===== src/common/prd_pkg.sv =====
// Constants shared by the pulse reference decoder files.
// Assumes a single 100 MHz clock domain with synchronous active-high reset.
package prd_pkg;

  localparam int DEV_W = 32;

  // Reference pulse form selection codes.
  localparam logic [3:0] FMT_STEP_DIR_POS = 4'h0;
  localparam logic [3:0] FMT_FWD_REV_POS = 4'h1;
  localparam logic [3:0] FMT_QUAD_X1 = 4'h2;
  localparam logic [3:0] FMT_QUAD_X2 = 4'h3;
  localparam logic [3:0] FMT_QUAD_X4 = 4'h4;
  localparam logic [3:0] FMT_STEP_DIR_NEG = 4'h5;
  localparam logic [3:0] FMT_FWD_REV_NEG = 4'h6;

  // Clear input mode codes.
  localparam logic [1:0] CLR_WHILE_ON = 2'h0;
  localparam logic [1:0] CLR_ON_RISE = 2'h1;
  localparam logic [1:0] CLR_WHILE_OFF = 2'h2;

  // Alarm clear option codes.
  localparam logic [1:0] ALM_CLEARS = 2'h0;
  localparam logic [1:0] ALM_KEEPS = 2'h1;

  localparam logic [DEV_W-1:0] DEV_RESET = 32'h0000_0000;
  localparam logic [1:0] PIN_RESET = 2'h0;

endpackage : prd_pkg


===== src/logic/prd_decode.sv =====
// Pulse decoder: turns two reference pins into forward and reverse count pulses.
// Assumes pins are synchronous to clk and fmt is stable during operation.
`timescale 1ns/1ps
module prd_decode (
  input wire logic clk,
  input wire logic rst,
  input wire logic [3:0] fmt,
  input wire logic pin_a,
  input wire logic pin_b,
  output logic fwd,
  output logic rev,
  output logic [1:0] step
);

  logic [1:0] prev_q;
  logic [1:0] prev_d;
  logic a_n;
  logic b_n;
  logic a_rise;
  logic b_rise;
  logic [1:0] cur;

  always_comb begin
    prev_d = {pin_b, pin_a};
  end

  always_ff @(posedge clk) begin
    if (rst) begin
      prev_q <= prd_pkg::PIN_RESET;
    end else begin
      prev_q <= prev_d;
    end
  end

  always_comb begin
    cur = {pin_b, pin_a};
    a_n = (fmt == prd_pkg::FMT_STEP_DIR_NEG) || (fmt == prd_pkg::FMT_FWD_REV_NEG);
    b_n = a_n;
    a_rise = a_n ? (prev_q[0] && !pin_a) : (!prev_q[0] && pin_a);
    b_rise = b_n ? (prev_q[1] && !pin_b) : (!prev_q[1] && pin_b);
    fwd = 1'b0;
    rev = 1'b0;
    step = 2'h1;
    unique case (fmt)
      prd_pkg::FMT_STEP_DIR_POS, prd_pkg::FMT_STEP_DIR_NEG: begin
        // Pin a carries steps, pin b the direction level.
        fwd = a_rise && !(pin_b ^ b_n);
        rev = a_rise && (pin_b ^ b_n);
      end
      prd_pkg::FMT_FWD_REV_POS, prd_pkg::FMT_FWD_REV_NEG: begin
        fwd = a_rise && !b_rise;
        rev = b_rise && !a_rise;
      end
      prd_pkg::FMT_QUAD_X1, prd_pkg::FMT_QUAD_X2, prd_pkg::FMT_QUAD_X4: begin
        // Gray sequence 00-01-11-10 is forward (a leads b).
        if (cur != prev_q) begin
          fwd = (prev_q == 2'h0 && cur == 2'h1) || (prev_q == 2'h1 && cur == 2'h3) ||
                (prev_q == 2'h3 && cur == 2'h2) || (prev_q == 2'h2 && cur == 2'h0);
          rev = (prev_q == 2'h0 && cur == 2'h2) || (prev_q == 2'h2 && cur == 2'h3) ||
                (prev_q == 2'h3 && cur == 2'h1) || (prev_q == 2'h1 && cur == 2'h0);
          if (fmt == prd_pkg::FMT_QUAD_X1) begin
            fwd = fwd && prev_q == 2'h0;
            rev = rev && cur == 2'h0;
          end else if (fmt == prd_pkg::FMT_QUAD_X2) begin
            // Both edges of pin a count, giving two counts per cycle.
            fwd = fwd && cur[0] != prev_q[0];
            rev = rev && cur[0] != prev_q[0];
          end
        end
      end
      default: begin
        fwd = 1'b0;
        rev = 1'b0;
      end
    endcase
  end

endmodule : prd_decode


===== src/logic/prd_top.sv =====
// Pulse reference decoder top: deviation counter with clear and alarm handling.
// Assumes all inputs synchronous to clk; settings change only while idle.
`timescale 1ns/1ps
module prd_top (
  input wire logic clk,
  input wire logic rst,
  input wire logic [3:0] fmt,
  input wire logic [1:0] clr_mode,
  input wire logic [1:0] alm_opt,
  input wire logic pin_a,
  input wire logic pin_b,
  input wire logic clr_in,
  input wire logic alarm,
  output logic [31:0] deviation,
  output logic cleared
);

  logic fwd;
  logic rev;
  logic [1:0] unused_step;
  logic [31:0] dev_q;
  logic [31:0] dev_d;
  logic clr_prev_q;
  logic clr_prev_d;
  logic cleared_q;
  logic cleared_d;
  logic clear_now;

  prd_decode u_dec (
    .clk(clk),
    .rst(rst),
    .fmt(fmt),
    .pin_a(pin_a),
    .pin_b(pin_b),
    .fwd(fwd),
    .rev(rev),
    .step(unused_step)
  );

  always_comb begin
    clr_prev_d = clr_in;
    clear_now = 1'b0;
    unique case (clr_mode)
      prd_pkg::CLR_WHILE_ON: clear_now = clr_in;
      prd_pkg::CLR_ON_RISE: clear_now = clr_in && !clr_prev_q;
      prd_pkg::CLR_WHILE_OFF: clear_now = !clr_in;
      default: clear_now = 1'b0;
    endcase
    if (alarm && alm_opt == prd_pkg::ALM_CLEARS) begin
      clear_now = 1'b1;
    end
    dev_d = dev_q;
    if (clear_now) begin
      dev_d = prd_pkg::DEV_RESET;
    end else if (fwd) begin
      dev_d = dev_q + 32'h0000_0001;
    end else if (rev) begin
      dev_d = dev_q - 32'h0000_0001;
    end
    cleared_d = clear_now;
  end

  always_ff @(posedge clk) begin
    if (rst) begin
      dev_q <= prd_pkg::DEV_RESET;
      clr_prev_q <= 1'b0;
      cleared_q <= 1'b0;
    end else begin
      dev_q <= dev_d;
      clr_prev_q <= clr_prev_d;
      cleared_q <= cleared_d;
    end
  end

  assign deviation = dev_q;
  assign cleared = cleared_q;

  AST_CLR_ON: assert property (@(posedge clk) disable iff (rst)
    clr_mode == prd_pkg::CLR_WHILE_ON && clr_in |=> deviation == 32'h0000_0000)
    else $error("Deviation not held at zero while clear high.");
  AST_CLR_EDGE: assert property (@(posedge clk) disable iff (rst)
    clr_mode == prd_pkg::CLR_ON_RISE && clr_in && !$past(clr_in) |=> deviation == 32'h0000_0000)
    else $error("Deviation not zeroed on clear edge.");
  AST_CLR_OFF: assert property (@(posedge clk) disable iff (rst)
    clr_mode == prd_pkg::CLR_WHILE_OFF && !clr_in |=> deviation == 32'h0000_0000)
    else $error("Deviation not held at zero while clear low.");
  AST_ALM_KEEP: assert property (@(posedge clk) disable iff (rst)
    alarm && alm_opt == prd_pkg::ALM_KEEPS && !clear_now && !fwd && !rev |=> $stable(deviation))
    else $error("Deviation changed on alarm with keep option.");
  AST_ALM_CLR: assert property (@(posedge clk) disable iff (rst)
    alarm && alm_opt == prd_pkg::ALM_CLEARS |=> deviation == 32'h0000_0000)
    else $error("Alarm did not zero deviation.");
  AST_FWD: assert property (@(posedge clk) disable iff (rst)
    fwd && !clear_now |=> deviation == $past(deviation) + 32'h0000_0001)
    else $error("Forward count not added.");
  AST_REV: assert property (@(posedge clk) disable iff (rst)
    rev && !fwd && !clear_now |=> deviation == $past(deviation) - 32'h0000_0001)
    else $error("Reverse count not subtracted.");
  AST_STEP_DIR: assert property (@(posedge clk) disable iff (rst)
    fmt == prd_pkg::FMT_STEP_DIR_POS && pin_a && !$past(pin_a) && !pin_b |-> fwd && !rev)
    else $error("Step with direction low not forward.");
  AST_FWD_REV: assert property (@(posedge clk) disable iff (rst)
    fmt == prd_pkg::FMT_FWD_REV_POS && pin_b && !$past(pin_b) && !(pin_a && !$past(pin_a)) |-> rev)
    else $error("Reverse pulse not counted.");
  AST_NEG: assert property (@(posedge clk) disable iff (rst)
    fmt == prd_pkg::FMT_STEP_DIR_NEG && !pin_a && $past(pin_a) && pin_b |-> fwd)
    else $error("Negative logic step not forward.");
  AST_QX4: assert property (@(posedge clk) disable iff (rst)
    fmt == prd_pkg::FMT_QUAD_X4 && $past({pin_b, pin_a}) == 2'h1 && {pin_b, pin_a} == 2'h3 |-> fwd)
    else $error("Quadrature x4 missed a count.");

  COV_FWD: cover property (@(posedge clk) disable iff (rst) fwd);
  COV_REV: cover property (@(posedge clk) disable iff (rst) rev);
  COV_CLR: cover property (@(posedge clk) disable iff (rst) clear_now && deviation != 32'h0000_0000);

endmodule : prd_top


===== config.mk =====
export PLATFORM = sky130hd
export DESIGN_NAME = prd_top
export DESIGN_NICKNAME = d
export VERILOG_FILES = /design/src/common/prd_pkg.sv /design/src/logic/prd_decode.sv /design/src/logic/prd_top.sv
export SDC_FILE = /design/constraint.sdc
export NUM_CORES = 1
export LEC_CHECK = 0
export BUFFER_PORTS_ARGS = -buffer_cell sky130_fd_sc_hd__buf_2
export CORE_MARGIN = 8
export CORE_UTILIZATION = 55
export CTS_CLUSTER_DIAMETER = 200
export DETAILED_ROUTE_END_ITERATION = 8
export PLACE_DENSITY = 0.77
export REMOVE_ABC_BUFFERS = 1
export SKIP_LAST_GASP = 1
export SYNTH_ARGS = -nofsm -noshare
export SYNTH_HDL_FRONTEND = slang
export SYNTH_SLANG_ARGS = --single-unit

===== constraint.sdc =====
create_clock -name clk -period 19 [get_ports clk]
set_input_delay 4.75 -clock clk [delete_from_list [all_inputs] [get_ports clk]]
set_output_delay 4.75 -clock clk [all_outputs]
set_load 0.05 [all_outputs]

# Yosys cells after proc, flatten, opt, wreduce, memory -nomap -nowiden
# Cells that the tools add are included.
# classes
add_sub_neg	2
multipliers	0
n_div	0
magnitude_cmp	0
n_eq_ne	16
n_shift	0
mux	14
bitwise_logic	1
reduce_logical	48
# ops
cell	count
$mux W32	2
$add A32 B1 Y32 const B	1
$sub A32 B1 Y32 const B	1
$logic_and A1 B1 Y1	22
$eq A4 B3 Y1 const B	3
$eq A2 B2 Y1 const B	5
$logic_not A1 Y1	9
$mux W1	9
$pmux W1 S3	3
$eq A4 B2 Y1 const B	2
$logic_not A2 Y1	4
$logic_or A1 B1 Y1	7
$eq A2 B1 Y1 const B	3
$reduce_or A2 Y1	3
$eq A4 B1 Y1 const B	1
$logic_not A4 Y1	1
$reduce_or A3 Y1	1
$ne A2 B2 Y1	1
$reduce_bool A2 Y1	1
$ne A1 B1 Y1	1
$xor A1 B1 Y1	1
# totals
regBits	36
latchBits	0
ram_bits	0
mem_bits_ro	0
inputBits	14
n_memories	0

# Depth between registers and ports, before layout
# Gate-level depths: netlist of run 1.
# depth
depth_word	12
depth_mapped	18
ltp_nobuf	17

# Cells and area by module
# Synthesis of run 1 repeated with hierarchy kept, for this count alone.
# hier_totals
hier_cells	426
area_unflattened_um2	3326.9
# modules_own_cells
module	n_inst	cells_per_inst	area_per_inst_um2	seq_area_each_um2
prd_top	1	370	2886.5	680.7
prd_decode	1	56	440.4	40.0

# Least setup slack after synthesis of run 1
# No wires, ideal clock.
# synth_path
path_kind	input-to-reg
from	input port fmt[2]
to	register dev_q[20] (netlist: deviation[20])
setup_ns	0.066
t_arrival_ns	9.379
t_required_ns	18.934
setup_slack_ns	9.555
cell_stages	16
n_path_buf	1
cell_sequence	buf_2 -> nand2b_1 -> or3_1 -> a32o_1 -> a32oi_1 -> inv_2 -> fa_1 -> nand3b_1 -> a2111oi_2 -> nor3_1 -> o21bai_2 -> a21oi_1 -> a311oi_1 -> xnor2_1 -> mux2i_1 -> nor2_1
# synth_via
elab_chain_cells	7
word_cells_on_any_way	31
# synth_rtl
item	line	text
from (decl)	prd_top.sv:7	input wire logic [3:0] fmt,
$eq A4 B3 Y1	prd_decode.sv:37, prd_decode.sv:44	
$logic_or A1 B1 Y1	prd_decode.sv:37	a_n = (fmt == prd_pkg::FMT_STEP_DIR_NEG) || (fmt == prd_pkg::FMT_FWD_REV_NEG);
$mux W1 (tied with other cells)	prd_decode.sv:40	b_rise = b_n ? (prev_q[1] && !pin_b) : (!prev_q[1] && pin_b);
$logic_not A1 Y1 (on tied branches)	prd_decode.sv:51, prd_decode.sv:47, prd_decode.sv:52	
$logic_and A1 B1 Y1 (on tied branches)	prd_decode.sv:51, prd_decode.sv:47, prd_decode.sv:52	
$pmux W1 S3	prd_decode.sv:44	unique case (fmt)
$mux W32 or $reduce_bool A2 Y1 (tied branches)	n/a	
to (signal assigned)	prd_top.sv:65	dev_q <= prd_pkg::DEV_RESET;
to (signal assigned)	prd_top.sv:69	dev_q <= dev_d;
to (decl)	prd_top.sv:21	logic [31:0] dev_q;
# Several ways; a longest one is shown, not always the timed one.
# A chain may end at the register's enable or synchronous reset.

# Final worst setup path of run 1
# layout_path
from	input port pin_b
to	register dev_q[30] (netlist: deviation[30])
# layout_via
elab_chain_cells	11
word_cells_on_any_way	44
# layout_rtl
item	line	text
from (decl)	prd_top.sv:11	input wire logic pin_b,
$eq A2 B1 Y1 (tied with other cells)	prd_decode.sv:57, prd_decode.sv:60	
$logic_and A1 B1 Y1 (on tied branches)	prd_decode.sv:57, prd_decode.sv:59	
$logic_or A1 B1 Y1 (on tied branches) (2 in series)	prd_decode.sv:57, prd_decode.sv:59	
$logic_or A1 B1 Y1 (on tied branches)	prd_decode.sv:58, prd_decode.sv:60	
$logic_and A1 B1 Y1 (on tied branches)	prd_decode.sv:66, prd_decode.sv:67	
$mux W1	prd_decode.sv:64	end else if (fmt == prd_pkg::FMT_QUAD_X2) begin
$mux W1	prd_decode.sv:61	if (fmt == prd_pkg::FMT_QUAD_X1) begin
$mux W1	prd_decode.sv:56	if (cur != prev_q) begin
$pmux W1 S3	prd_decode.sv:44	
$mux W32 or $reduce_bool A2 Y1 (tied branches)	n/a	
# Several ways; a longest one is shown, not always the timed one.

==> flow_metrics.tcl, run 1 <==
set metrics [dict create \
    outcome "finished clean" \
    fin_crit_sh_pct 44.59 \
    die_h_um 91.33 \
    synth-edff-count 0 \
    async_reset_ff_share_pct 0 \
    worstMarginPinSlew_ps 1122 \
    routed_wl_mm 7.114 \
    hold_path_class "flop to flop" \
    synthSimpleGateAreaFrac_pct 20.49 \
    dieArea_sq_um 8340 \
    routedWlPerCell_um 13.95 \
    stdcell_area_sq_um 3472 \
    hold_viol 0 \
    area_delta_synth_final_pct 11.27 \
    place_area_sq_um 3364 \
    hold_ws_ps 502.4 \
    final_util_pct 63.05 \
    clock_latency_ps 290 \
    syn_inst 400 \
    seq_area_frac_synth_pct 23.10 \
    netlist_area_sq_um 3120 \
    layout_min_cycle_time_ps 8472 \
    grt.total_usage_pct 17.52 \
    n_fill_cell 492 \
    power_mw 0.3231 \
    vias 2880 \
    antenna_cells 0 \
    clk_path_buf_depth 2 \
    fin_cells 510 \
    final_nets 490 \
    synthAdderAreaFrac_pct 15.88 \
    fin_ws_ps 10530 \
    fin_worst_skew_ps 7.692 \
    synth_top_family_by_area "compound AO/OA/AOI/OAI gates" \
    critPathCaptureType "flop" \
    yosysUniqueCellTypes 57 \
    p_per_area_nw_per_um2 93.07 \
    ir_worst_vdd_mv 0.05065 \
    cp.arrival_ps 8620 \
    place_inst 502 \
    ys_ff_latch 36 \
    setup_violations 0 \
    first_global_vias 2867 \
    synth_xor_area_share_pct 8.701 \
    grt_antenna_before_repair 0 \
    overflow 0 \
    via_per_inst 5.647 \
    synth_compound_area_share_pct 23.54 \
    worst_setup_hold_path_clk_slew_ps 80 \
    clockRootBuffer "clkbuf_8" \
    cts_tree "yes" \
    final_antenna_net_count 0 \
    timing.setup.tns_ps 0 \
    hold_buffers 0 \
    start_util_pct 56.67 \
    core_area_sq_um 5507 \
    fmax_mhz 118.0 \
    crit_required_ps 19140 \
    synth_ff_type "dfxtp_1" \
    drive_above_1_share_pct 14.61 \
    ios 47 \
    slew_headroom_pct 25.01 \
    synthMuxAreaShare_pct 3.528 \
    cp-start-kind "primary input" \
    cts_sinks 36 \
    grt_max_degree 49 \
    dr.pass1.iters 4 \
    cts.repair.resized 0 \
    drt_iter0_drc 163 \
    cts_setup_buffers 0 \
    htree_levels 2 \
    layout_common_cells "nor2_1 (67), a21oi_1 (48), buf_2 (46)" \
    gp_congestion 0.8754 \
    hpwl_mm 5.338 \
    cts-buffers-inserted 5 \
    drc_errors 0 \
    post-place-ws_ps 10290 \
    critPathKind "primary input to flop" \
    ys_warn_count 0 \
    die_w_um 91.33 \
    rsz0062_at_grt "false" \
    slew_violations 0 \
    leakage_nw 1.743 \
    grt_pass1_wl_mm 12.70 \
    portBuffers 46 \
    maxCapViolations 0 \
    worstPathMaxFanout 35 \
    final_common_cell "nor2_1" \
    placementRows 27 \
    synth.avg_cell_area_sq_um 7.801 \
]
[kinds of logic (layout without fill, tap and decap cells)]
kind of cell	Yosys count	in the layout
and+or+nand+nor	137	137
xor gates and xnor gates	31	31
buffers and inverters	31	69
AOI/OAI and AO/OA	115	115
adders and majority gates	39	39
muxes	11	11
DFF	36	36
[final cells by class]
type                            count  area [sq um]  area share (%)
Clock buffer                        6         72.57           2.090
Clock inverter                      2         35.03           1.009
Inverter                           14         52.55           1.514
Multi-Input combinational cell    333          2263           65.19
Sequential cell                    36         720.7           20.76
Tap cell                           72         90.09           2.595
Timing Repair Buffer               47         237.7           6.847
[cell usage after synthesis (2+ instances only)]
| cell | count | area, sq um |
|---|---|---|
| nand3_1 | 9 | 45.04 |
| o21ai_0 | 19 | 95.09 |
| or3_1 | 2 | 12.51 |
| buf_2 | 5 | 25.02 |
| and2_1 | 3 | 18.77 |
| xnor2_1 | 18 | 157.7 |
| nand3b_1 | 3 | 22.52 |
| o22ai_1 | 2 | 12.51 |
| nand2b_1 | 7 | 43.79 |
| o21bai_1 | 2 | 15.01 |
| o31ai_1 | 2 | 15.01 |
| buf_4 | 3 | 22.52 |
| clkbuf_1 | 6 | 22.52 |
| and3_1 | 2 | 12.51 |
| nor3_1 | 3 | 15.01 |
| a21oi_1 | 48 | 240.2 |
| nor2b_1 | 3 | 18.77 |
| ha_1 | 38 | 475.5 |
| inv_1 | 13 | 48.80 |
| nand2_1 | 22 | 82.58 |
| xor2_1 | 13 | 113.9 |
| mux2i_1 | 11 | 110.1 |
| nor4bb_1 | 2 | 20.02 |
| a21o_1 | 12 | 90.09 |
| a211oi_1 | 4 | 30.03 |
| nand4_1 | 8 | 50.05 |
| a221oi_1 | 2 | 17.52 |
| a32o_1 | 4 | 40.04 |
| dfxtp_1 | 36 | 720.7 |
| buf_6 | 2 | 22.52 |
| nor2_1 | 67 | 251.5 |
| a31oi_1 | 4 | 25.02 |
[worst max-delay path: stages]
cell and delay, ps:
buf_2 160, ha_1 150, nor4bb_1 270, a31oi_1 80, or2_2 300, a32oi_2 200
buf_4 400, inv_2 140, fa_1 420, nand3b_1 220, a2111oi_2 380, o31ai_1 110
a31oi_1 270, o221ai_1 200, o21ai_0 240, xnor2_1 110, mux2i_1 150, nor2_1 50
[routing by layer]
metal	global-route usage, %	vias to the layer above	part of all wire, %
met2	30.17	61	47
met5	0	-	0
met4	5.184	0	1.3
met3	4.444	8	4.8
met1	20.88	1302	47
li1	-	1509	-
[path summary, 6_finish.rpt]
check	start	end	slack, ps	cells after the start
min reg2reg	deviation[31]	deviation[31]	500	2
max	pin_b	deviation[30]	10530	18
max reg2reg	u_dec.prev_q[1]	deviation[30]	14720	18
min	deviation[31]	deviation[31]	500	2
[power breakdown]
group	switching, mW	total (mW)	internal, mW	leakage [nW]
Sequential	0.00469	0.0857	0.0810	0.293
Combinational	0.100	0.169	0.0686	1.39
Clock	0.0295	0.0685	0.0390	0.0552
Total	0.135	0.323	0.189	1.74
[sequential cells by signal, summed over array words and instances, names as in the netlist]
name          flops
cleared           1
u_dec.prev_q      2
deviation        32
clr_prev_q        1
Note: power is estimated with default switching activity, not from simulation.
==> inputs of run 2 (changes only) <==
- ABC_AREA: not set -> 1
- PLACE_DENSITY: 0.77 -> 0.76
- clock period: 19 -> 8.1 ns (I/O delays scaled with it)
==> flow_metrics.tcl, run 2 <==
set metrics [dict create \
    grt_max_degree 41 \
    fmax_mhz 196.3 \
    hold_path_class "flop to flop" \
    largest_reg_flops 32 \
    yosys-top-cells-area "dfxtp_1 (19%), nand2_1 (18%), ha_1 (13%)" \
    slowest_stage "ha_1" \
    leakage_nw 2.462 \
    start_util_pct 55.90 \
    antenna_cells 0 \
    synth_common_cells "nand2_1 (185), nor2_1 (122), inv_1 (84)" \
    layout_common_cells "nand2_1 (185), nor2_1 (122), inv_1 (84)" \
    synth.avg_cell_area_sq_um 5.779 \
    outcome "finished clean" \
    p_sw_mw 0.3933 \
    clk_path_buf_depth 2 \
    critPathKind "primary input to flop" \
    routed_wl_mm 10.13 \
    hold_viol 0 \
    cp_cell_sequence "buf_2 > inv_1 > ha_1 > o21ai_0 > o21ai_0 > nor2_1 > nand2_1 > nand2_2 > inv_2 > ha_1 > nand2_1 > nor2_1 > nand3_1 > nand2_1 > inv_1 > o21bai_1 > nand2_1 > nand2_1 > nand2_1 > nand2_1 > nor2_1 > nor2_1" \
    cp_common_cell "nand2_1" \
    via_per_inst 5.215 \
    async_reset_ff_share_pct 0 \
    cts_setup_buffers 0 \
    p_per_area_nw_per_um2 192.1 \
    pwr-share-comb_pct 57.5 \
    worstMarginPinSlew_ps 694.2 \
    fin_worst_skew_ps 10.83 \
    grt_pass1_wl_mm 17.39 \
    synth-edff-count 0 \
    htree_levels 2 \
    setup_violations 0 \
    routedWlPerCell_um 13.05 \
    final_nets 748 \
    final_antenna_net_count 0 \
    worstPathMaxFanout 35 \
    crit_required_ps 8340 \
    swShare_pct 49.72 \
    maxCapViolations 0 \
    r2r_start "u_dec.prev_q[1]" \
    synth_ff_type "dfxtp_1" \
    critPathCaptureType "flop" \
    seq_area_frac_synth_pct 19.19 \
    hold_ws_ps 511.1 \
    cts_tree "yes" \
    die_h_um 98.64 \
    power.internal_mw 0.3978 \
    netlist_area_sq_um 3756 \
    ys_warn_count 0 \
    cts_sinks 36 \
    cp-start-kind "primary input" \
    overflow 0 \
    synth.most_common_cell "nand2_1" \
    drt_iter0_drc 163 \
    slew_headroom_pct 53.65 \
    critical_path.startpoint "pin_b" \
    grt.total_usage_pct 21.51 \
    die_w_um 98.64 \
    core_area_sq_um 6719 \
    hold_buffers 0 \
    p_clk_share_pct 17.6 \
    placementRows 30 \
    layout_min_cycle_time_ps 5093 \
    timing.setup.tns_ps 0 \
    gp_congestion 0.9922 \
    seqPwrFrac_pct 24.9 \
    yosysUniqueCellTypes 31 \
    vias 4047 \
    cp.arrival_ps 5330 \
    ir_worst_vdd_mv 0.1110 \
    dieArea_sq_um 9730 \
    final_common_cell "nand2_1" \
    clockRootBuffer "clkbuf_8" \
    drive_above_1_share_pct 10.20 \
    slowest_delay_ps 480 \
    area_delta_synth_final_pct 9.627 \
    slew_violations 0 \
    worst_setup_hold_path_clk_slew_ps 80 \
    ios 47 \
    syn_inst 650 \
    ys_ff_latch 36 \
    yosysTopAreaCellShare_pct 19.19 \
    rsz0062_at_grt "false" \
    clock_latency_ps 300 \
    final_util_pct 61.28 \
    synth_top_area_cell "dfxtp_1" \
    hpwl_mm 8.086 \
    cts-buffers-inserted 5 \
    cts.repair.resized 0 \
    fin_crit_sh_pct 62.88 \
    hold_start "deviation[2]" \
    dr.pass1.iters 4 \
    drc_errors 0 \
    grt_antenna_before_repair 0 \
    portBuffers 46 \
    first_global_vias 3817 \
]
-- run 2: cell types whose count changed after synthesis, moves of 17 or more --
cell	delta
nand2_1	+163
inv_1	+71
nor2_1	+55
nand3_1	+22
a21oi_1	-17
xnor2_1	-17
-- run 2: worst paths after layout --
kind	to	slack [ps]	depth (start not counted)
max	deviation[27]	3010	22
min	deviation[2]	510	2
max reg2reg	deviation[27]	4590	20
min reg2reg	deviation[2]	510	2
-- run 2: cell families after synthesis --
| family | count (synthesis) | share of synthesized area (%) |
|---|---|---|
| adders and majority gates | 39 | 13.19 |
| buffers and inverters | 97 | 10.56 |
| xor gates and xnor gates | 15 | 3.498 |
| DFF | 36 | 19.19 |
| AOI/OAI and AO/OA | 88 | 12.49 |
| and+or+nand+nor | 375 | 41.07 |
-- run 2: area by class of cell --
type	instances	area, sq um
Inverter	88	330.3
Sequential cell	36	720.7
Clock buffer	8	90.09
Fill cell	682	2601
Timing Repair Buffer	47	237.7
Multi-Input combinational cell	517	2639
Tap cell	80	100.1
-- run 2: stage by stage --
stage	total power, mW	worst slack [ps]	cell area, sq um	cells
2_1_floorplan	0.5455	3453	3690	641
3_5_place_dp	0.6508	2730	4028	768
4_1_cts	0.7919	3037	4118	776
3_3_place_gp	0.6471	2822	4028	768
6_report	0.7911	3007	4118	776
5_1_grt	0.8668	2655	4118	776
-- run 2: power by group through the flow --
stage / Combinational, mW / Sequential, mW / Clock, mW
floorplan: 0.311 / 0.235 / 0
global placement: 0.447 / 0.201 / 0
detailed placement: 0.450 / 0.201 / 0
CTS: 0.452 / 0.197 / 0.143
global route: 0.517 / 0.199 / 0.151
finish: 0.455 / 0.197 / 0.139
-- run 2: worst max-delay path: cells and delay by family --
family          cells  cell delay (ps)
buf+inv             4              600
fa+ha+maj           2              790
simple gates       13             1270
compound gates      3              610
-- run 2: per-layer routing --
layer	GRT usage, %	share of wire, %	wire, um	up-vias
met4	6.966	1.9	188	0
met5	0	0	0	-
met1	26.68	47	4722	1785
li1	-	-	-	2156
met2	36.42	47	4732	91
met3	4.017	4.8	482	15
